### src/include/ppt_pkg.sv
// Package with addresses, field layout, commands and reset values of the parallel port and timer unit.
package ppt_pkg;

  // I/O addresses decoded by the unit.
  localparam logic [7:0] ADDR_CMD_STATUS  = 8'hE8;
  localparam logic [7:0] ADDR_OUT_PORT    = 8'hE9;
  localparam logic [7:0] ADDR_IN_PORT8    = 8'hEA;
  localparam logic [7:0] ADDR_IN_PORT6    = 8'hEB;
  localparam logic [7:0] ADDR_TMR_LOW     = 8'hEC;
  localparam logic [7:0] ADDR_TMR_HIGH    = 8'hED;

  // Widths of the counter, its fields and the six-bit input port.
  localparam int         CNT_W            = 14;
  localparam int         HI_CNT_W         = 6;
  localparam int         IN6_W            = 6;

  // Command and status register field positions.
  localparam int         CMD_TMR_LSB      = 6;
  localparam int         CMD_PORT_MSB     = 5;
  localparam int         STAT_TMR_BIT     = 6;

  // Timer control command encodings.
  localparam logic [1:0] TCMD_NOP         = 2'h0;
  localparam logic [1:0] TCMD_STOP_NOW    = 2'h1;
  localparam logic [1:0] TCMD_STOP_AT_TC  = 2'h2;
  localparam logic [1:0] TCMD_START       = 2'h3;

  // Output mode encodings.
  localparam logic [1:0] MODE_HALF_LOW    = 2'h0;
  localparam logic [1:0] MODE_SQUARE      = 2'h1;
  localparam logic [1:0] MODE_PULSE_ONCE  = 2'h2;
  localparam logic [1:0] MODE_PULSE_RELD  = 2'h3;

  // Reset values and small constants.
  localparam logic [7:0]  BYTE_ZERO       = 8'h00;
  localparam logic [13:0] CNT_ZERO        = 14'h0000;
  localparam logic [13:0] CNT_ONE         = 14'h0001;
  localparam logic [13:0] CNT_TWO         = 14'h0002;
  localparam logic [1:0]  MODE_RESET      = 2'h0;

  // Timer input rate and nominal bit-rate counts for software use.
  localparam int         TMR_IN_HZ        = 1228800;
  localparam int         CNT_4800_BAUD    = 256;
  localparam int         CNT_110_BAUD     = 11171;

  typedef enum logic [1:0] {
    PPT_TMR_IDLE,
    PPT_TMR_RUN,
    PPT_TMR_LAST
  } ppt_tmr_state_e;

endpackage

### src/rtl/ppt_sync.sv
// Three-stage synchroniser that accepts a change once the second and third stages agree.
`timescale 1ns/100ps
module ppt_sync #(
  parameter int W = 1
) (
  // Clock and reset.
  input  wire logic         sys_clk_in,
  input  wire logic         rst_n_in,
  // Asynchronous level in, filtered level out.
  input  wire logic [W-1:0] async_in,
  output logic      [W-1:0] sync_out
);

  logic [W-1:0] s1_q;
  logic [W-1:0] s2_q;
  logic [W-1:0] s3_q;
  logic [W-1:0] out_q;
  wire  [W-1:0] agree_mask = ~(s2_q ^ s3_q);

  // Shift chain; each output bit updates only when the two late stages agree.
  always_ff @(posedge sys_clk_in) begin
    if (!rst_n_in) begin
      s1_q  <= '0;
      s2_q  <= '0;
      s3_q  <= '0;
      out_q <= '0;
    end else begin
      s1_q  <= async_in;
      s2_q  <= s1_q;
      s3_q  <= s2_q;
      out_q <= (s3_q & agree_mask) | (out_q & ~agree_mask);
    end
  end

  assign sync_out = out_q;

endmodule

### src/rtl/ppt_top.sv
// Parallel I/O ports and 14-bit interval timer reached by host I/O reads and writes.
// Overview of operation
// RL1: Write to output port address latches the byte onto the output pins.
// RL2: Reading the output port address returns the last written byte.
// RL3: The two input port addresses return live levels of the 8-bit and 6-bit ports.
// RL4: Timer is a 14-bit down counter, one step per timer input pulse, detecting terminal count.
// RL5: At terminal count the output gives a square wave or pulse per mode.
// RL6: Software loads 256 for 4800 baud up to 11171 for 110 baud.
// RL7: Low timer address holds low count byte; high address holds high bits and mode.
// RL8: Timer writes load a 16-bit length register: count in 0-13, mode in 14-15.
// RL9: Timer reads return the live count plus mode bits, not the loaded length.
// RL10: Software should stop the counter before reading, then reload and restart.
// RL11: Mode 00 drives output low in second half; odd counts stay high longer.
// RL12: Mode 01 gives a square wave of period equal to count, auto reload.
// RL13: Mode 10 emits one pulse at terminal count and stops without reload.
// RL14: Mode 11 reloads automatically and pulses at every terminal count.
// RL15: Software stops the counter, then writes the length register byte by byte.
// RL16: Repetitive mode keeps reloading and pulsing until a command stops it.
// RL17: Command bits 6-7 start and stop; new length applies to the next count.
// RL18: Timer output is offered as the CPU's highest-priority interrupt request.
// RL19: The command register is written at its own address at any time.
// RL20: Status is readable any time; bit 6 reports the timer status.
// RL21: Timer commands: 00 none, 01 stop now, 10 stop after TC, 11 start.
`timescale 1ns/100ps
module ppt_top
  import ppt_pkg::*;
(
  // Clock and reset.
  input  wire logic               sys_clk_in,
  input  wire logic               rst_n_in,
  // Host I/O cycle.
  input  wire logic [7:0]         io_addr_in,
  input  wire logic [7:0]         io_wdata_in,
  input  wire logic               io_wr_in,
  input  wire logic               io_rd_in,
  output logic      [7:0]         io_rdata_out,
  // Parallel ports.
  output logic      [7:0]         automatic_calling_unit_out,
  input  wire logic [7:0]         in_port8_in,
  input  wire logic [IN6_W-1:0]   in_port6_in,
  // Timer input and output.
  input  wire logic               timer_clk_in,
  output logic                    timer_out,
  output logic                    timer_interrupt_out,
  // Command bits for port setup kept outside the timer.
  output logic      [5:0]         port_cmd_out
);
  import ppt_pkg::*;

  // Synchronised pins.
  logic [7:0]       in8_s;
  logic [IN6_W-1:0] in6_s;
  logic             tin_s;

  ppt_sync #(.W(8 + IN6_W + 1)) u_sync (
    .sys_clk_in (sys_clk_in),
    .rst_n_in   (rst_n_in),
    .async_in   ({in_port8_in, in_port6_in, timer_clk_in}),
    .sync_out   ({in8_s, in6_s, tin_s})
  );

  // Registers.
  logic [7:0]       out_port_q;
  logic [5:0]       port_cmd_q;
  logic [CNT_W-1:0] len_q;
  logic [1:0]       len_mode_q;
  logic [CNT_W-1:0] cnt_q;
  logic [CNT_W-1:0] cnt_d;
  logic [1:0]       mode_q;
  logic             tin_prev_q;
  logic             out_q;
  logic             out_d;
  logic             tc_seen_q;
  logic             stop_at_tc_q;
  logic             stop_at_tc_d;
  ppt_tmr_state_e   st_q;
  ppt_tmr_state_e   st_d;
  logic             tc_seen_d;

  // Returns true when the count is in its second (low) half.
  function automatic logic in_low_half(input logic [CNT_W-1:0] cnt, input logic [CNT_W-1:0] len);
    logic [CNT_W-1:0] half;
    half = len >> 1;
    in_low_half = (cnt <= half);
  endfunction

  // Address decode and strobes.
  wire wr_cmd   = io_wr_in && (io_addr_in == ADDR_CMD_STATUS);
  wire wr_out   = io_wr_in && (io_addr_in == ADDR_OUT_PORT);
  wire wr_tlow  = io_wr_in && (io_addr_in == ADDR_TMR_LOW);
  wire wr_thigh = io_wr_in && (io_addr_in == ADDR_TMR_HIGH);
  wire [1:0] tcmd = wr_cmd ? io_wdata_in[CMD_TMR_LSB +: 2] : TCMD_NOP;
  wire pulse    = tin_s && !tin_prev_q;
  wire running  = (st_q != PPT_TMR_IDLE);
  wire at_tc    = running && pulse && (cnt_q <= CNT_ONE);
  wire cont     = (mode_q == MODE_SQUARE) || (mode_q == MODE_PULSE_RELD);

  // Read data selection.
  wire [7:0] rd_mux =
    (io_addr_in == ADDR_CMD_STATUS) ? {1'b0, tc_seen_q, BYTE_ZERO[5:0]} :
    (io_addr_in == ADDR_OUT_PORT)   ? out_port_q :
    (io_addr_in == ADDR_IN_PORT8)   ? in8_s :
    (io_addr_in == ADDR_IN_PORT6)   ? {2'b00, in6_s} :
    (io_addr_in == ADDR_TMR_LOW)    ? cnt_q[7:0] :
    (io_addr_in == ADDR_TMR_HIGH)   ? {mode_q, cnt_q[CNT_W-1:8]} : BYTE_ZERO;

  // Port, command and length registers written by the host.
  always_ff @(posedge sys_clk_in) begin
    if (!rst_n_in) begin
      out_port_q   <= BYTE_ZERO;
      port_cmd_q   <= BYTE_ZERO[5:0];
      len_q        <= CNT_ZERO;
      len_mode_q   <= MODE_RESET;
      io_rdata_out <= BYTE_ZERO;
      tin_prev_q   <= 1'b0;
    end else begin
      tin_prev_q <= tin_s;
      if (wr_out) begin
        out_port_q <= io_wdata_in; // RL1
      end
      if (wr_cmd) begin
        port_cmd_q <= io_wdata_in[CMD_PORT_MSB:0]; // RL19
      end
      if (wr_tlow) begin
        len_q[7:0] <= io_wdata_in; // RL7 RL8
      end
      if (wr_thigh) begin
        len_q[CNT_W-1:8] <= io_wdata_in[HI_CNT_W-1:0]; // RL7 RL8
        len_mode_q       <= io_wdata_in[7:6]; // RL8
      end
      if (io_rd_in) begin
        io_rdata_out <= rd_mux; // RL2 RL3 RL9 RL20
      end
    end
  end

  // Timer next-state logic.
  always_comb begin
    st_d         = st_q;
    cnt_d        = cnt_q;
    out_d        = out_q;
    stop_at_tc_d = stop_at_tc_q;
    tc_seen_d    = tc_seen_q;
    case (st_q)
      PPT_TMR_IDLE: begin
        out_d = 1'b1;
        if (tcmd == TCMD_START) begin // RL21
          cnt_d        = len_q; // RL17
          st_d         = PPT_TMR_RUN;
          stop_at_tc_d = 1'b0;
        end
      end
      PPT_TMR_RUN, PPT_TMR_LAST: begin
        if (pulse) begin
          cnt_d = cnt_q - CNT_ONE; // RL4
        end
        if (at_tc) begin
          tc_seen_d = 1'b1;
          if (cont && !stop_at_tc_q) begin
            cnt_d = len_q; // RL12 RL14 RL16
          end else begin
            st_d = PPT_TMR_IDLE; // RL13
          end
        end
        // In modes 00 and 01 the level follows the count held next, so a reload at terminal count starts the high half.
        if (pulse) begin
          if (mode_q == MODE_PULSE_ONCE || mode_q == MODE_PULSE_RELD) begin
            out_d = !at_tc; // RL5
          end else begin
            out_d = !in_low_half(cnt_d, len_q); // RL11 RL12
          end
        end
        // A stop request in the cycle that already ends the count must not revive the timer.
        if (tcmd == TCMD_STOP_NOW) begin // RL21
          st_d = PPT_TMR_IDLE;
        end else if (tcmd == TCMD_STOP_AT_TC && st_d != PPT_TMR_IDLE) begin // RL21
          stop_at_tc_d = 1'b1;
          st_d         = PPT_TMR_LAST;
        end
      end
      default: begin
        st_d = PPT_TMR_IDLE;
      end
    endcase
    if (io_rd_in && io_addr_in == ADDR_CMD_STATUS) begin
      tc_seen_d = at_tc; // RL20
    end
  end

  // Timer state registers.
  always_ff @(posedge sys_clk_in) begin
    if (!rst_n_in) begin
      st_q         <= PPT_TMR_IDLE;
      cnt_q        <= CNT_ZERO;
      mode_q       <= MODE_RESET;
      out_q        <= 1'b1;
      stop_at_tc_q <= 1'b0;
      tc_seen_q    <= 1'b0;
    end else begin
      st_q         <= st_d;
      cnt_q        <= cnt_d;
      out_q        <= out_d;
      stop_at_tc_q <= stop_at_tc_d;
      tc_seen_q    <= tc_seen_d;
      if (st_q == PPT_TMR_IDLE && tcmd == TCMD_START) begin
        mode_q <= len_mode_q; // RL21
      end
    end
  end

  // Outputs.
  assign automatic_calling_unit_out = out_port_q; // RL1
  assign timer_out                  = out_q;
  assign timer_interrupt_out        = out_q; // RL18
  assign port_cmd_out               = port_cmd_q;

  // Assertions.
  a_out_port_write: assert property (@(posedge sys_clk_in) disable iff (!rst_n_in) // RL1
    wr_out |=> automatic_calling_unit_out == $past(io_wdata_in))
    else $error("Output port did not take written byte.");

  a_tc_single_stop: assert property (@(posedge sys_clk_in) disable iff (!rst_n_in) // RL13
    (at_tc && mode_q == MODE_PULSE_ONCE && tcmd != TCMD_START) |=> st_q == PPT_TMR_IDLE)
    else $error("Single pulse mode kept running after terminal count.");

  a_tc_reload_cnt: assert property (@(posedge sys_clk_in) disable iff (!rst_n_in) // RL14
    (at_tc && mode_q == MODE_PULSE_RELD && !stop_at_tc_q && tcmd == TCMD_NOP) |=> cnt_q == $past(len_q))
    else $error("Reload mode did not reload at terminal count.");

  a_tc_pulse_low: assert property (@(posedge sys_clk_in) disable iff (!rst_n_in) // RL5
    (at_tc && mode_q[1]) |=> !timer_out)
    else $error("No pulse at terminal count.");

  a_count_decrement: assert property (@(posedge sys_clk_in) disable iff (!rst_n_in) // RL4
    (running && pulse && !at_tc && tcmd == TCMD_NOP) |=> cnt_q == $past(cnt_q) - CNT_ONE)
    else $error("Counter did not step down on timer pulse.");

  a_stop_now: assert property (@(posedge sys_clk_in) disable iff (!rst_n_in) // RL21
    (running && tcmd == TCMD_STOP_NOW) |=> st_q == PPT_TMR_IDLE ##1 st_q == PPT_TMR_IDLE || $past(tcmd) == TCMD_START)
    else $error("Stop command did not halt the timer.");

  a_start_load: assert property (@(posedge sys_clk_in) disable iff (!rst_n_in) // RL17
    (!running && tcmd == TCMD_START) |=> (cnt_q == $past(len_q) && mode_q == $past(len_mode_q)))
    else $error("Start did not load count length and mode.");

  a_timer_readback: assert property (@(posedge sys_clk_in) disable iff (!rst_n_in) // RL9
    (io_rd_in && io_addr_in == ADDR_TMR_HIGH) |=> io_rdata_out == {$past(mode_q), $past(cnt_q[CNT_W-1:8])})
    else $error("Timer read did not return live count and mode.");

  // Register bus read-back and write paths.
  a_rd_out_port: assert property (@(posedge sys_clk_in) disable iff (!rst_n_in) // RL2
    (io_rd_in && io_addr_in == ADDR_OUT_PORT) |=> io_rdata_out == $past(out_port_q))
    else $error("Output port read did not return the latched byte.");

  a_rd_in_port8: assert property (@(posedge sys_clk_in) disable iff (!rst_n_in) // RL3
    (io_rd_in && io_addr_in == ADDR_IN_PORT8) |=> io_rdata_out == $past(in8_s))
    else $error("Eight-bit input port read returned a wrong level.");

  a_rd_in_port6: assert property (@(posedge sys_clk_in) disable iff (!rst_n_in) // RL3
    (io_rd_in && io_addr_in == ADDR_IN_PORT6) |=> io_rdata_out == {2'b00, $past(in6_s)})
    else $error("Six-bit input port read returned a wrong level.");

  a_rd_timer_low: assert property (@(posedge sys_clk_in) disable iff (!rst_n_in) // RL9
    (io_rd_in && io_addr_in == ADDR_TMR_LOW) |=> io_rdata_out == $past(cnt_q[7:0]))
    else $error("Timer low read did not return the live count.");

  a_len_low_write: assert property (@(posedge sys_clk_in) disable iff (!rst_n_in) // RL7
    wr_tlow |=> len_q[7:0] == $past(io_wdata_in))
    else $error("Low count byte was not loaded.");

  a_len_high_write: assert property (@(posedge sys_clk_in) disable iff (!rst_n_in) // RL8
    wr_thigh |=> (len_q[CNT_W-1:8] == $past(io_wdata_in[HI_CNT_W-1:0]) && len_mode_q == $past(io_wdata_in[7:6])))
    else $error("High count bits or mode were not loaded.");

  a_cmd_write: assert property (@(posedge sys_clk_in) disable iff (!rst_n_in) // RL19
    wr_cmd |=> port_cmd_out == $past(io_wdata_in[CMD_PORT_MSB:0]))
    else $error("Command port bits were not loaded.");

  a_status_read: assert property (@(posedge sys_clk_in) disable iff (!rst_n_in) // RL20
    (io_rd_in && io_addr_in == ADDR_CMD_STATUS) |=> io_rdata_out == {1'b0, $past(tc_seen_q), BYTE_ZERO[5:0]})
    else $error("Status read did not report the timer flag.");

  // Timer flag, output level and stop behaviour.
  a_tc_sets_flag: assert property (@(posedge sys_clk_in) disable iff (!rst_n_in) // RL20
    at_tc |=> tc_seen_q)
    else $error("Terminal count did not set the status flag.");

  a_idle_irq_high: assert property (@(posedge sys_clk_in) disable iff (!rst_n_in) // RL18
    !running |=> timer_interrupt_out)
    else $error("Interrupt output not high while the timer is stopped.");

  a_square_reload: assert property (@(posedge sys_clk_in) disable iff (!rst_n_in) // RL12
    (at_tc && mode_q == MODE_SQUARE && !stop_at_tc_q && tcmd == TCMD_NOP && len_q != CNT_ZERO)
      |=> (cnt_q == $past(len_q) && timer_out))
    else $error("Square wave did not reload into its high half.");

  a_half_low_level: assert property (@(posedge sys_clk_in) disable iff (!rst_n_in) // RL11
    (running && pulse && !at_tc && !mode_q[1] && tcmd == TCMD_NOP) |=> timer_out == (cnt_q > ($past(len_q) >> 1)))
    else $error("Output level does not match the half of the count.");

  a_stop_at_tc: assert property (@(posedge sys_clk_in) disable iff (!rst_n_in) // RL16
    (at_tc && stop_at_tc_q && tcmd == TCMD_NOP) |=> !running)
    else $error("Timer kept running after a stop at terminal count.");

endmodule

### config.mk
export PLATFORM = sky130hd
export DESIGN_NAME = ppt_top
export DESIGN_NICKNAME = d
export VERILOG_FILES = /design/src/include/ppt_pkg.sv /design/src/rtl/ppt_sync.sv /design/src/rtl/ppt_top.sv
export SDC_FILE = /design/constraint.sdc
export NUM_CORES = 1
export LEC_CHECK = 0
export ABC_AREA = 1
export BUFFER_PORTS_ARGS = -buffer_cell sky130_fd_sc_hd__buf_4
export CORE_MARGIN = 1.5
export CORE_UTILIZATION = 58
export DETAILED_ROUTE_END_ITERATION = 8
export PLACE_DENSITY = 0.79
export SLEW_MARGIN = 20
export SYNTH_ARGS = -nofsm -noshare
export SYNTH_HDL_FRONTEND = slang
export SYNTH_SLANG_ARGS = --single-unit
### constraint.sdc
create_clock -name sys_clk_in -period 3.5 [get_ports sys_clk_in]
set_input_delay 0.35 -clock sys_clk_in [delete_from_list [all_inputs] [get_ports sys_clk_in]]
set_output_delay 0.35 -clock sys_clk_in [all_outputs]
set_load 0.005 [all_outputs]
After elaboration in Yosys (flattened, before gate mapping)
Cells that the tools add are included.
{"block": "op_classes", "addsub": 1, "order_cmp": 2, "eq_ne": 18, "n_mux": 30, "bitwise_logic": 6, "n_reduce_logical": 28}
{"op": "14-bit 2-to-1 mux", "n": 5}
{"op": "8-bit == test (second input constant)", "n": 6}
{"op": "8-bit 2-to-1 mux", "n": 6}
{"op": "15-bit bitwise AND", "n": 2}
{"op": "15-bit NOT", "n": 2}
{"op": "14-bit case mux with 2 select lines", "n": 1}
{"op": "15-bit OR", "n": 1}
{"op": "15-bit bitwise XOR", "n": 1}
{"op": "14-bit by 1-bit <= comparator with 1-bit output (second input constant)", "n": 1}
{"op": "14-bit by 13-bit <= comparator with 1-bit output", "n": 1}
{"op": "2-bit 2-to-1 mux", "n": 7}
{"op": "14-bit by 1-bit subtractor with 14-bit output (second input constant)", "n": 1}
{"op": "1-bit logical AND", "n": 11}
{"op": "2-bit == test (second input constant)", "n": 5}
{"op": "2-bit nonzero test", "n": 5}
{"op": "1-bit 2-to-1 mux", "n": 8}
{"op": "2-bit != test (second input constant)", "n": 4}
{"op": "2-bit by 1-bit == test with 1-bit output (second input constant)", "n": 3}
{"op": "2-bit AND reduction", "n": 3}
{"op": "1-bit logical NOT", "n": 4}
{"op": "1-bit case mux with 2 select lines", "n": 2}
{"op": "2-bit case mux with 2 select lines", "n": 1}
{"op": "4-bit AND reduction", "n": 1}
{"op": "2-bit logical NOT", "n": 1}
{"op": "other kinds (2)", "n": 3}
{"block": "word_totals", "ff_bits": 120, "input_bits": 35, "out_inout_bits": 24, "word_cells": 102}

Logic depth before layout (Yosys ltp)
Gate-level depths: netlist of the first run.
{"block": "depth", "ltp_word": 11, "ltp_mapped": 27, "mapped_depth_nobuf": 26}

Hierarchy
A second synthesis of the first run with hierarchy kept.
{"block": "hier_totals", "cells_unflattened": 744, "area_unflattened_um2": 5610.4}
{"mod": "ppt_top", "instances": 1, "cells_each": 542, "area_per_inst_um2": 3687.3, "seq_area_each_um2": 1201.2}
{"mod": "ppt_sync", "instances": 1, "cells_each": 202, "area_per_inst_um2": 1923.1, "seq_area_each_um2": 1201.2}

Worst setup path before layout of the first run
No wires, ideal clock.
{"block": "synth_timing", "kind": "reg2reg", "start": "register st_q[0]", "end": "register out_q (netlist: timer_interrupt_out)", "setup_ns": 0.112, "arrival_ns": 2.605, "required_time_ns": 3.388, "slack_ns": 0.783, "stages_incl_launch_ff": 27, "n_path_buf": 1, "period_less_slack_ns": 2.717, "path_cell_list": "dfxtp_1 > inv_1 > ha_1 > nor4_2 > nand3_1 > inv_2 > buf_6 > nor2_1 > a21oi_1 > inv_1 > ha_1 > nand2_1 > nand2_1 > nand2_1 > nand2_1 > nand2_1 > nand3_1 > nand2_1 > nand2_1 > nand2_1 > nand2_1 > nand2_1 > nand2_1 > nand2_1 > nand2_1 > nand2_1 > nand2_1"}
{"block": "synth_via", "elab_chain_cells": 10, "elab_cells_between_ends": 18, "cone_classes": "1 x order compare; 3 x eq/ne; 5 x mux; 9 x reduce/logical"}
{"element": "start: declaration", "line": "ppt_top.sv:76", "rtl": "ppt_tmr_state_e st_q;"}
{"element": "start signal: assignment", "line": "ppt_top.sv:200", "rtl": "st_q <= st_d;"}
{"element": "2-bit nonzero test", "line": "ppt_top.sv:94", "rtl": "wire running = (st_q != PPT_TMR_IDLE);"}
{"element": "1-bit logical AND (2 in a row)", "line": "ppt_top.sv:95", "rtl": "wire at_tc = running && pulse && (cnt_q <= CNT_ONE);"}
{"element": "14-bit 2-to-1 mux", "line": "ppt_top.sv:157", "rtl": "if (at_tc) begin"}
{"element": "14-bit 2-to-1 mux", "line": "ppt_top.sv:144", "rtl": "case (st_q)"}
{"element": "14-bit by 13-bit <= comparator with 1-bit output", "line": "ppt_top.sv:84", "rtl": "in_low_half = (cnt <= half);"}
{"element": "1-bit logical NOT", "line": "ppt_top.sv:170", "rtl": "out_d = !in_low_half(cnt_d, len_q);"}
{"element": "1-bit 2-to-1 mux", "line": "ppt_top.sv:167", "rtl": "if (mode_q == MODE_PULSE_ONCE || mode_q == MODE_PULSE_RELD) begin"}
{"element": "1-bit 2-to-1 mux", "line": "ppt_top.sv:166", "rtl": "if (pulse) begin"}
{"element": "1-bit case mux with 2 select lines", "line": "ppt_top.sv:144"}
{"element": "end signal: assignment", "line": "ppt_top.sv:202", "rtl": "out_q <= out_d;"}
{"element": "end: declaration", "line": "ppt_top.sv:71", "rtl": "logic out_q;"}
Several ways; a longest one is shown, not always the timed one. The select of a mux whose other input is x is not followed.
A chain may end at the register's enable or synchronous reset.

Final worst setup path of the first run
{"block": "layout_timing", "start": "register st_q[1]", "end": "register out_q (netlist: timer_interrupt_out)"}
Same word-level chain as after synthesis.

==> reports/metrics.yaml, run 1 <==
ys_ff_latch: 120
core_area_mm2: 0.00915
clk_path_buf_depth: 2
die_h_um: 99.7
die_w_um: 99.7
synth.most_common_cell: "nand2_1"
grt_util_met2: 0.475
tritoncts: "yes"
max_cap_viol_count: 0
ir_worst_vdd_v: 0.000462
clkTransAtPathRegs_ns: 0.06
max_slew_margin: 0.556
r2r_slack_ns: 0.50
synthArstFlopShare: 0
cts_resized: 0
tns_ns: 0
final_antenna_net_count: 0
critPathSlowestCell: "dfxtp_1"
max_freq_mhz: 334
grt_pass1_wl_mm: 21.7
place_hpwl_mm: 9.51
synthFlopType: "dfxtp_1"
path_common_cell: "nand2_1"
yosysTopAreaCell: "dfxtp_1"
hold_depth: 3
std_cell_rows: 35
status: "finished, final reports clean"
setup_viol: 0
met1_usage: 0.356
drive_gt1_frac: 0.143
num_antenna_cells: 0
arrival_ns: 3.44
hp-class: "primary input to register"
synth_edf_count: 0
grt_overflow_total: 0
h-tree-depth: 4
critPathMaxFanout: 14
grt_max_degree: 66
routed_wl_mm: 13.5
synth_area_leaders: "dfxtp_1, nand2_1, inv_1, a21oi_1, o21ai_0"
hold_start: "in_port8_in[4]"
fin_area_mm2: 0.00647
rr_worst_depth: 23
required_ns: 3.95
synth.top_cell.area_share: 0.443
dr.pass1.iters: 6
grt-busiest-layer: "met2"
ctsHoldBuffers: 0
drc: 0
synth_cell_types: 44
critPathCaptureType: "register"
yosys-top-cells-count: "nand2_1, dfxtp_1, inv_1, a21oi_1, o21ai_0"
worstPathCellList: "inv_1 -> ha_1 -> nor4_2 -> nand3_1 -> inv_2 -> nor2_1 -> a21oi_1 -> inv_1 -> ha_1 -> nand2_1 -> nor2_1 -> nand4_1 -> nand3_1 -> nand2_1 -> nand2_1 -> nand2_1 -> nand2_1 -> nand2_1 -> nand2_1 -> nand2_1 -> nand2_1 -> nand2_1 -> nand2_1"
placed_cell_area_mm2: 0.00588
postCtsSetupBuffers: 0
initial_core_util: 0.592
worstMarginPinSlew_ns: 0.665
antenna_found_initial: 0
drt_iter0_drc: 322
use_met3: 0.0632
worstHoldEndpoint: "u_sync.s1_q[11]"
track_usage: 0.282
design.portCount: 59
crit_type: "register to register"
routabilityCongestion: 0.905
syn_inst: 740
avgSynthCellArea_um2: 7.33
io_buffers: 58
via_per_inst: 5.35
die-area_mm2: 0.00994
syn_to_final_growth_pct: 19.4
cts_made_buffers: 17
ys.warnings.count: 0
p_leak_uw: 0.00307
clock-skew-final_ns: 0.00916
worstSkewPairLatency_ns: 0.51
rsz0062_at_grt: "false"
p_per_area_mw_per_mm2: 707
cts_root_buf: "clkbuf_8"
r2r_end: "timer_interrupt_out"
wl_per_cell_um: 14.7
slew_violations: 0
hold_viol: 0
vias: 4911
fin_crit_ns: 3.00
netlist_area_mm2: 0.00542
cts_sinks: 120
synth_fp_nets: 793
layout_worst_path_cycle_share: 0.856
startpoint_type: "register"
slowest_delay_ns: 0.42
grt_pass1_vias: 4568
final_nets: 847
ys_seq_area_frac: 0.443
r2r_start: "st_q[1]"
==> metal layers <==
metal,wire length [um],vias to the layer above
met4,239,0
met3,695,24
met2,6570,161
met5,0,-
li1,-,2479
met1,5950,2247
==> kinds of logic (layout without fill, tap and decap cells) <==
group	after synthesis	after routing	share of synthesized area
adder cells (fa/ha/maj)	18	18	0.0415
AO/OA/AOI/OAI	191	191	0.186
multiplexers	1	1	0.00185
buffers and inverters	149	216	0.112
AND/OR/NAND/NOR	251	251	0.200
XOR/XNOR	10	10	0.0162
flip-flops	120	120	0.443
==> placed cells by master, fill, tap and decap left out, types with 2 or more instances in the layout <==
cell type and n:
a21oi_1 87, nor2_1 48, o211ai_1 3, inv_1 118
nand2_1 158, nand3_1 20, inv_2 2, nand4_1 8
a21oi_2 5, nor2_4 2, o221ai_1 3, nor3_1 3
nand2_4 2, o21ai_0 66, or2_2 2, xnor2_1 2
ha_1 18, o22ai_1 2, xor2_1 8, dfxtp_1 120
clkbuf_16 16, buf_4 61, bufinv_16 2, inv_8 2
clkinv_1 2, clkbuf_8 2, o21ai_1 20, inv_6 3
clkinv_4 6
==> critical path: cells and delay by family (launching register included) <==
family / cells / cell delay, ns
flops: 1 / 0.42
simple gates: 17 / 1.43
fa+ha+maj: 2 / 0.55
buf+inv: 3 / 0.35
compound gates: 1 / 0.17
==> worst max path at each step <==
stage | start | end | slack (ns) | cells after the start
2_1_floorplan | st_q[0] | timer_interrupt_out | 0.78 | 26
3_3_place_gp | cnt_q[0] | timer_interrupt_out | 0.62 | 21
3_5_place_dp | cnt_q[0] | timer_interrupt_out | 0.51 | 24
4_1_cts | cnt_q[0] | timer_interrupt_out | 0.48 | 24
5_1_grt | cnt_q[0] | timer_interrupt_out | 0.1 | 26
6_report | st_q[1] | timer_interrupt_out | 0.50 | 23
==> final cells by class <==
cell class              instances  area, um^2
inverters                     123         467
clock buffers                  18         428
flip-flops and latches        120        2400
multi-input cells             471        2410
fillers                       734        2680
well taps                     111         139
repair buffers                 61         458
clock inverters                14         165
==> per-stage QoR <==
stage	utilization	instances	hold slack [ns]	power [uW]	worst slack, ns
detailed placement	0.643	886	0.398	2840	0.513
floorplan	-	740	0.390	2580	0.783
CTS	0.707	918	0.00588	4580	0.483
finish	0.707	918	0.0235	4580	0.504
global route	0.707	918	0.0114	4840	0.0962
global placement	0.643	886	0.393	2820	0.615
==> power by group <==
group	leakage, uW	total, uW	internal [uW]	switching, uW
clock network	0.000290	1730	1050	683
logic	0.00181	1260	437	826
registers	0.000977	1580	1470	112
Note: power is estimated with default switching activity, not from simulation.
==> inputs of run 2 (changes only) <==
--- a/config.mk
+++ b/config.mk
@@ -10,8 +10,10 @@
 export CORE_MARGIN = 1.5
 export CORE_UTILIZATION = 58
 export DETAILED_ROUTE_END_ITERATION = 8
+export GPL_TIMING_DRIVEN = 0
 export PLACE_DENSITY = 0.79
 export SLEW_MARGIN = 20
 export SYNTH_ARGS = -nofsm -noshare
 export SYNTH_HDL_FRONTEND = slang
 export SYNTH_SLANG_ARGS = --single-unit
+export TNS_END_PERCENT = 100
==> run 2 against run 1 <==
Combinational power increased by 11%. Clock skew about the same. Global-route usage rose by 2.0 points. Sequential share of layout area decreased by 0.70 points. Die area is the same. Clock power fell by 4%. Critical path depth increased by 3. Non-clock buffer count is 24 higher. Sequential cell count stayed put. Power is 1.4% higher. First-iteration DRC count rose by 27%. Worst hold slack lost 0.017 ns. Largest cell class unchanged. Highest routed layer unchanged.
==> reports/metrics.yaml, run 2 (synthesis results as in run 1) <==
hold_start: "in_port8_in[7]"  # was in_port8_in[4]
seqPwrFrac: 0.341  # was 0.345
worstMarginPinSlew_ns: 0.605  # was 0.665 ns
p_per_area_mw_per_mm2: 703  # was 707 mW/mm^2
grt_max_degree: 17  # was 66
cts_made_buffers: 17  # unchanged
most-common-layout-cells: "nand2_1, dfxtp_1, inv_1"  # unchanged
grt_pass1_vias: 4927  # was 4568
final_common_cell: "nand2_1"  # unchanged
initial_core_util: 0.592  # unchanged
max_slew_margin: 0.596  # was 0.556
worstHoldEndpoint: "u_sync.s1_q[14]"  # was u_sync.s1_q[11]
drive_gt1_frac: 0.148  # was 0.143
grt_overflow_total: 0  # unchanged
die_w_um: 99.7  # unchanged
cp_top_family: "simple AND/OR/NAND/NOR gates"  # unchanged
hold_depth: 3  # unchanged
path_buf_inv: 4  # was 3
drc: 0  # unchanged
rsz0062_at_grt: "false"  # unchanged
hold_viol: 0  # unchanged
core_area_mm2: 0.00915  # unchanged
ir_worst_vdd_v: 0.000418  # was 0.000462 V
via_per_inst: 5.48  # was 5.35
setup_viol: 0  # unchanged
max_freq_mhz: 323  # was 334 MHz
clkTransAtPathRegs_ns: 0.06  # about the same
p_leak_uw: 0.00310  # was 0.00307 uW
cts_sinks: 120  # unchanged
placedCellCount: 907  # was 886
startpoint_type: "register"  # unchanged
std_cell_rows: 35  # unchanged
internal-power_uw: 2950  # about the same
timing.final.ws_setup_ns: 0.405  # was 0.504 ns
rr_worst_depth: 26  # was 23
worstSkewPairLatency_ns: 0.52  # was 0.51 ns
path_common_cell: "nand2_1"  # unchanged
critPathSlowestCell: "dfxtp_1"  # unchanged
netSwitchingFraction: 0.365  # was 0.354
switchingPower_uw: 1690  # was 1620 uW
die-area_mm2: 0.00994  # unchanged
h-tree-depth: 4  # unchanged
layout_worst_path_cycle_share: 0.884  # was 0.856
fin_crit_ns: 3.09  # was 3.00 ns
critPathCaptureType: "register"  # unchanged
arrival_ns: 3.51  # was 3.44 ns
num_antenna_cells: 0  # unchanged
p_clk_frac: 0.357  # was 0.379
r2r_slack_ns: 0.41  # was 0.50 ns
clock-skew-final_ns: 0.00894  # was 0.00916 ns
critPathMaxFanout: 10  # was 14
drt_iter0_drc: 410  # was 322
hp-class: "primary input to register"  # unchanged
wl_per_cell_um: 15.3  # was 14.7 um
r2r_end: "timer_interrupt_out"  # unchanged
routabilityCongestion: 0.956  # was 0.905
io_buffers: 56  # was 58
syn_to_final_growth_pct: 21.7  # was 19.4%
required_ns: 3.92  # was 3.95 ns
grt_pass1_wl_mm: 23.3  # was 21.7 mm
dr.pass1.iters: 7  # was 6
r2r_start: "st_q[1]"  # unchanged
tritoncts: "yes"  # unchanged
combPwrFrac: 0.301  # was 0.276
max_cap_viol_count: 0  # unchanged
place_hpwl_mm: 10.1  # was 9.51 mm
final_antenna_net_count: 0  # unchanged
fin_cells: 942  # was 918
tns_ns: 0  # unchanged
antenna_found_initial: 0  # unchanged
cts_root_buf: "clkbuf_8"  # unchanged
track_usage: 0.302  # was 0.282
vias: 5159  # was 4911
crit_type: "register to register"  # unchanged
die_h_um: 99.7  # unchanged
clk_path_buf_depth: 2  # unchanged
status: "finished, final reports clean"  # unchanged
final_nets: 871  # was 847
routed_wl_mm: 14.4  # was 13.5 mm
slowest_delay_ns: 0.41  # was 0.42 ns
design.portCount: 59  # unchanged
pre_cts_slack_ns: 0.234  # was 0.513 ns
slew_violations: 0  # unchanged
## run 2: cell types whose count changed in the layout (fill, tap and decap cells not counted), moves of 2 or more
cell        previous run  this run
buf_2                  0         2
clkbuf_1               0        19
inv_1                118       116
inv_2                  2         4
clkinvlp_4             1         3
buf_4                 61        59
## run 2: power by group through the flow
stage / registers [uW] / logic (uW) / clock network, uW
6_report: 1580 / 1400 / 1660
5_1_grt: 1590 / 1560 / 1740
4_1_cts: 1570 / 1350 / 1670
3_5_place_dp: 1600 / 1320 / 0
3_3_place_gp: 1590 / 1290 / 0
2_1_floorplan: 1570 / 1000 / 0
## run 2: routing by layer
layer  track usage  wire length [um]  up-vias
li1              -                 -     2532
met1         0.353              5740     2360
met2         0.531              7130      225
met3        0.0520              1040       42
met4         0.150               456        0
met5             0                 0        -
## run 2: cell type report
cell class / instances / area (um^2)
flip-flops and latches: 120 / 2400
well taps: 111 / 139
clock buffers: 18 / 428
inverters: 123 / 467
multi-input cells: 471 / 2440
fillers: 739 / 2550
plain buffers: 26 / 139
clock inverters: 14 / 141
repair buffers: 59 / 445
## run 2: through the flow
| step | hold WS [ns] | instance area (um^2) | utilization | power, uW |
|---|---|---|---|---|
| finish | 0.00649 | 6600 | 0.721 | 4640 |
| global route | 0.00749 | 6600 | 0.721 | 4900 |
| global placement | 0.394 | 5980 | 0.654 | 2880 |
| floorplan | 0.390 | 5420 | - | 2580 |
| CTS | 0.000494 | 6560 | 0.717 | 4590 |
| detailed placement | 0.397 | 5980 | 0.654 | 2920 |
## run 2: worst max-delay path by stage
stage               slack (ns)  startpoint                  end  cells after the start
floorplan                 0.78     st_q[0]  timer_interrupt_out                     26
global placement          0.31    cnt_q[0]  timer_interrupt_out                     27
detailed placement        0.23    cnt_q[0]  timer_interrupt_out                     27
CTS                       0.17    cnt_q[0]  timer_interrupt_out                     27
global route              0.03    cnt_q[0]  timer_interrupt_out                     27
finish                    0.41     st_q[1]  timer_interrupt_out                     26
## run 2: worst min-delay path, delay by kind of cell
kind | cells | cell delay [ns]
buf+inv | 2 | 0.11
simple gates | 1 | 0.04
## run 2: repair_timing
action,4_1_cts,5_1_grt
setup buffers,0,2
setup endpoints to repair,0,1
gates resized for setup,0,6
endpoints found under the hold margin,1,0
hold buffers,1,0
==> inputs of run 3 (changes only) <==
--- a/config.mk
+++ b/config.mk
@@ -5,13 +5,12 @@
 export SDC_FILE = /design/constraint.sdc
 export NUM_CORES = 1
 export LEC_CHECK = 0
-export ABC_AREA = 1
 export BUFFER_PORTS_ARGS = -buffer_cell sky130_fd_sc_hd__buf_4
 export CORE_MARGIN = 1.5
-export CORE_UTILIZATION = 58
+export CORE_UTILIZATION = 53
 export DETAILED_ROUTE_END_ITERATION = 8
 export GPL_TIMING_DRIVEN = 0
-export PLACE_DENSITY = 0.79
+export PLACE_DENSITY = 0.76
 export SLEW_MARGIN = 20
 export SYNTH_ARGS = -nofsm -noshare
 export SYNTH_HDL_FRONTEND = slang
==> constraint.sdc (replaced) <==
create_clock -name sys_clk_in -period 2.8 [get_ports sys_clk_in]
set_input_delay 0.28 -clock sys_clk_in [delete_from_list [all_inputs] [get_ports sys_clk_in]]
set_output_delay 0.28 -clock sys_clk_in [all_outputs]
set_load 0.005 [all_outputs]
==> run 3 against run 2 <==
Worst hold slack better by 0.051 ns. The run now ends with setup timing left. Core utilization is 3.6 points lower. Clock skew is 0.0013 ns lower. Largest power group unchanged. Fmax is 5.0% lower. Critical endpoint unchanged.
==> reports/metrics.yaml, run 3 <==
status: "finished, violations left"  # was finished, final reports clean
violations: "setup timing"
yosys-top-cells-count: "dfxtp_1, nand2_1, and2_1, o21ai_0, a21boi_0"  # was nand2_1, dfxtp_1, inv_1, a21oi_1, o21ai_0
slowest_delay_ns: 0.42  # was 0.41 ns
grt_pass1_vias: 4781  # was 4927
synth_area_leaders: "dfxtp_1, and2_1, a21boi_0, o21ai_0, mux2i_1"  # was dfxtp_1, nand2_1, inv_1, a21oi_1, o21ai_0
hold_viol: 0  # unchanged
total_power_uw: 4070  # was 4640 uW
num_antenna_cells: 0  # unchanged
synthFlopType: "dfxtp_1"  # unchanged
ys_ff_latch: 120  # unchanged
regArea_mm2: 0.00240  # about the same
grt_max_degree: 17  # unchanged
multi_input_area_mm2: 0.00297  # was 0.00244 mm^2
max_freq_mhz: 307  # was 323 MHz
avgSynthCellArea_um2: 8.85  # was 7.33 um^2
dr.pass1.iters: 4  # was 7
ir_worst_vdd_v: 0.000667  # was 0.000418 V
place_hpwl_mm: 11.4  # was 10.1 mm
r2r_end: "timer_interrupt_out"  # unchanged
clk_path_buf_depth: 2  # unchanged
routabilityCongestion: 0.910  # was 0.956
clkTransAtPathRegs_ns: 0.06  # about the same
netlist_area_mm2: 0.00557  # was 0.00542 mm^2
synth_edf_count: 0  # unchanged
core_area_mm2: 0.0103  # was 0.00915 mm^2
r2r_start: "st_q[1]"  # unchanged
critPathMaxFanout: 9  # was 10
ys.warnings.count: 0  # unchanged
std_cell_rows: 37  # was 35
wl_per_cell_um: 17.7  # was 15.3 um
placed_cell_area_mm2: 0.00622  # was 0.00598 mm^2
timing.final.ws_setup_ns: -0.457  # was 0.405 ns
die_h_um: 106  # was 99.7 um
via_per_inst: 5.71  # was 5.48
rsz0062_at_grt: "true"  # was false
fin_crit_ns: 3.26  # was 3.09 ns
synth_fp_nets: 683  # was 793
final_nets: 780  # was 871
fin_area_mm2: 0.00704  # was 0.00660 mm^2
startpoint_type: "register"  # unchanged
synth.top_cell.area_share: 0.431  # was 0.443
p_per_area_mw_per_mm2: 578  # was 703 mW/mm^2
grt_overflow_total: 0  # unchanged
critPathSlowestCell: "or4_1"  # was dfxtp_1
crit_type: "register to register"  # unchanged
final_antenna_net_count: 0  # unchanged
design.portCount: 59  # unchanged
yosysTopAreaCell: "dfxtp_1"  # unchanged
max_slew_margin: 0.407  # was 0.596
worstMarginPinSlew_ns: 0.882  # was 0.605 ns
syn_inst: 630  # was 740
cts_root_buf: "clkbuf_8"  # unchanged
drive_gt1_frac: 0.183  # was 0.148
rr_worst_depth: 14  # was 26
io_buffers: 57  # was 56
layout_worst_path_cycle_share: 1.16  # was 0.884
vias: 4988  # was 5159
hold_depth: 3  # unchanged
tritoncts: "yes"  # unchanged
most-common-layout-cells: "dfxtp_1, buf_4, nand2_1"  # was nand2_1, dfxtp_1, inv_1
setup_viol: 1  # was 0
drt_iter0_drc: 301  # was 410
arrival_ns: 3.68  # was 3.51 ns
fillCellCount: 852  # was 739
cts_sinks: 120  # unchanged
clock-skew-final_ns: 0.00761  # was 0.00894 ns
hold_start: "io_wdata_in[5]"  # was in_port8_in[7]
p_leak_uw: 0.00270  # was 0.00310 uW
synth.most_common_cell: "dfxtp_1"  # was nand2_1
drc: 0  # unchanged
final_common_cell: "dfxtp_1"  # was nand2_1
worstHoldEndpoint: "len_q[13]"  # was u_sync.s1_q[14]
r2r_slack_ns: -0.46  # was 0.41 ns
routed_wl_mm: 15.4  # was 14.4 mm
die-area_mm2: 0.0111  # was 0.00994 mm^2
critPathCaptureType: "register"  # unchanged
worstPathCellList: "inv_2 -> ha_4 -> or3_4 -> or3_4 -> buf_6 -> nor2_4 -> buf_6 -> o21ai_0 -> ha_1 -> nand4_1 -> or4_1 -> o21ai_1 -> a31oi_1 -> o32a_1"
cts_made_buffers: 17  # unchanged
antenna_found_initial: 0  # unchanged
ys_seq_area_frac: 0.431  # was 0.443
max_cap_viol_count: 0  # unchanged
syn_to_final_growth_pct: 26.2  # was 21.7%
synthArstFlopShare: 0  # unchanged
worstSkewPairLatency_ns: 0.53  # was 0.52 ns
die_w_um: 106  # was 99.7 um
slew_violations: 0  # unchanged
track_usage: 0.287  # was 0.302
initial_core_util: 0.542  # was 0.592
h-tree-depth: 4  # unchanged
required_ns: 3.22  # was 3.92 ns
grt_pass1_wl_mm: 24.4  # was 23.3 mm
hp-class: "primary input to register"  # unchanged
synth_cell_types: 62  # was 44
==> run 3: worst max-delay path by stage <==
stage	from	to	depth (start not counted)
after floorplan	st_q[0]	timer_interrupt_out	14
after global placement	cnt_q[0]	timer_interrupt_out	13
after detailed placement	cnt_q[0]	timer_interrupt_out	13
after CTS	st_q[1]	timer_interrupt_out	14
after global routing	st_q[1]	timer_interrupt_out	14
final	st_q[1]	timer_interrupt_out	14
==> run 3: power by group <==
group | switching [uW] | internal (uW) | total (uW)
Combinational | 92.9 | 87.5 | 180
Clock | 736 | 1410 | 2140
Sequential | 11.6 | 1740 | 1750
==> run 3: timing repair <==
action                                  in CTS  in global routing
hold buffers                                15                  0
cloned                                       1                  0
setup buffers                                2                  3
pin swaps                                    3                  3
gates resized for setup                      5                  6
endpoints found under the hold margin       15                  0
endpoints found under the setup margin       1                  1
==> run 3: per-layer routing <==
metal,vias up,GRT usage,part of all wire
met5,-,0,0
met3,44,0.0550,0.062
met1,2336,0.352,0.41
met2,190,0.466,0.48
li1,2418,-,-
met4,0,0.178,0.049
==> run 3: layout make-up <==
cell class / instances / share of cell area
plain buffers: 37 / 0.0263
inverters: 28 / 0.0149
flip-flops and latches: 120 / 0.342
clock inverters: 8 / 0.0174
well taps: 136 / 0.0242
multi-input cells: 445 / 0.422
repair buffers: 78 / 0.0885
clock buffers: 21 / 0.0653
==> run 3: cells by family (layout without fill, tap and decap cells) <==
kind of cell,count (synthesis),count (layout),synth area share
and+or+nand+nor,228,228,0.217
AOI/OAI and AO/OA,159,159,0.190
DFF,120,120,0.431
buffers and inverters,65,172,0.0503
muxes,29,29,0.0534
adders and majority gates,18,18,0.0404
xor gates and xnor gates,11,11,0.0173
==> run 3: through the flow <==
stage | util | std cells | setup WS [ns] | TNS (ns) | hold WS (ns)
finish | 0.685 | 873 | -0.457 | -0.457 | 0.0572
global route | 0.685 | 873 | -0.632 | -0.632 | 0.0590
CTS | 0.679 | 870 | -0.461 | -0.461 | 0.0408
global placement | 0.605 | 823 | -0.615 | -0.615 | 0.414
floorplan | - | 630 | -0.231 | -0.231 | 0.407
detailed placement | 0.605 | 823 | -0.593 | -0.593 | 0.419
==> run 3: worst max-delay path: cells and delay by family (launching register included) <==
family / cells / cell delay [ns]
AND/OR/NAND/NOR: 5 / 1.41
buffers and inverters: 3 / 0.33
adder cells (fa/ha/maj): 2 / 0.46
AO/OA/AOI/OAI: 4 / 0.57
flip-flops: 1 / 0.35
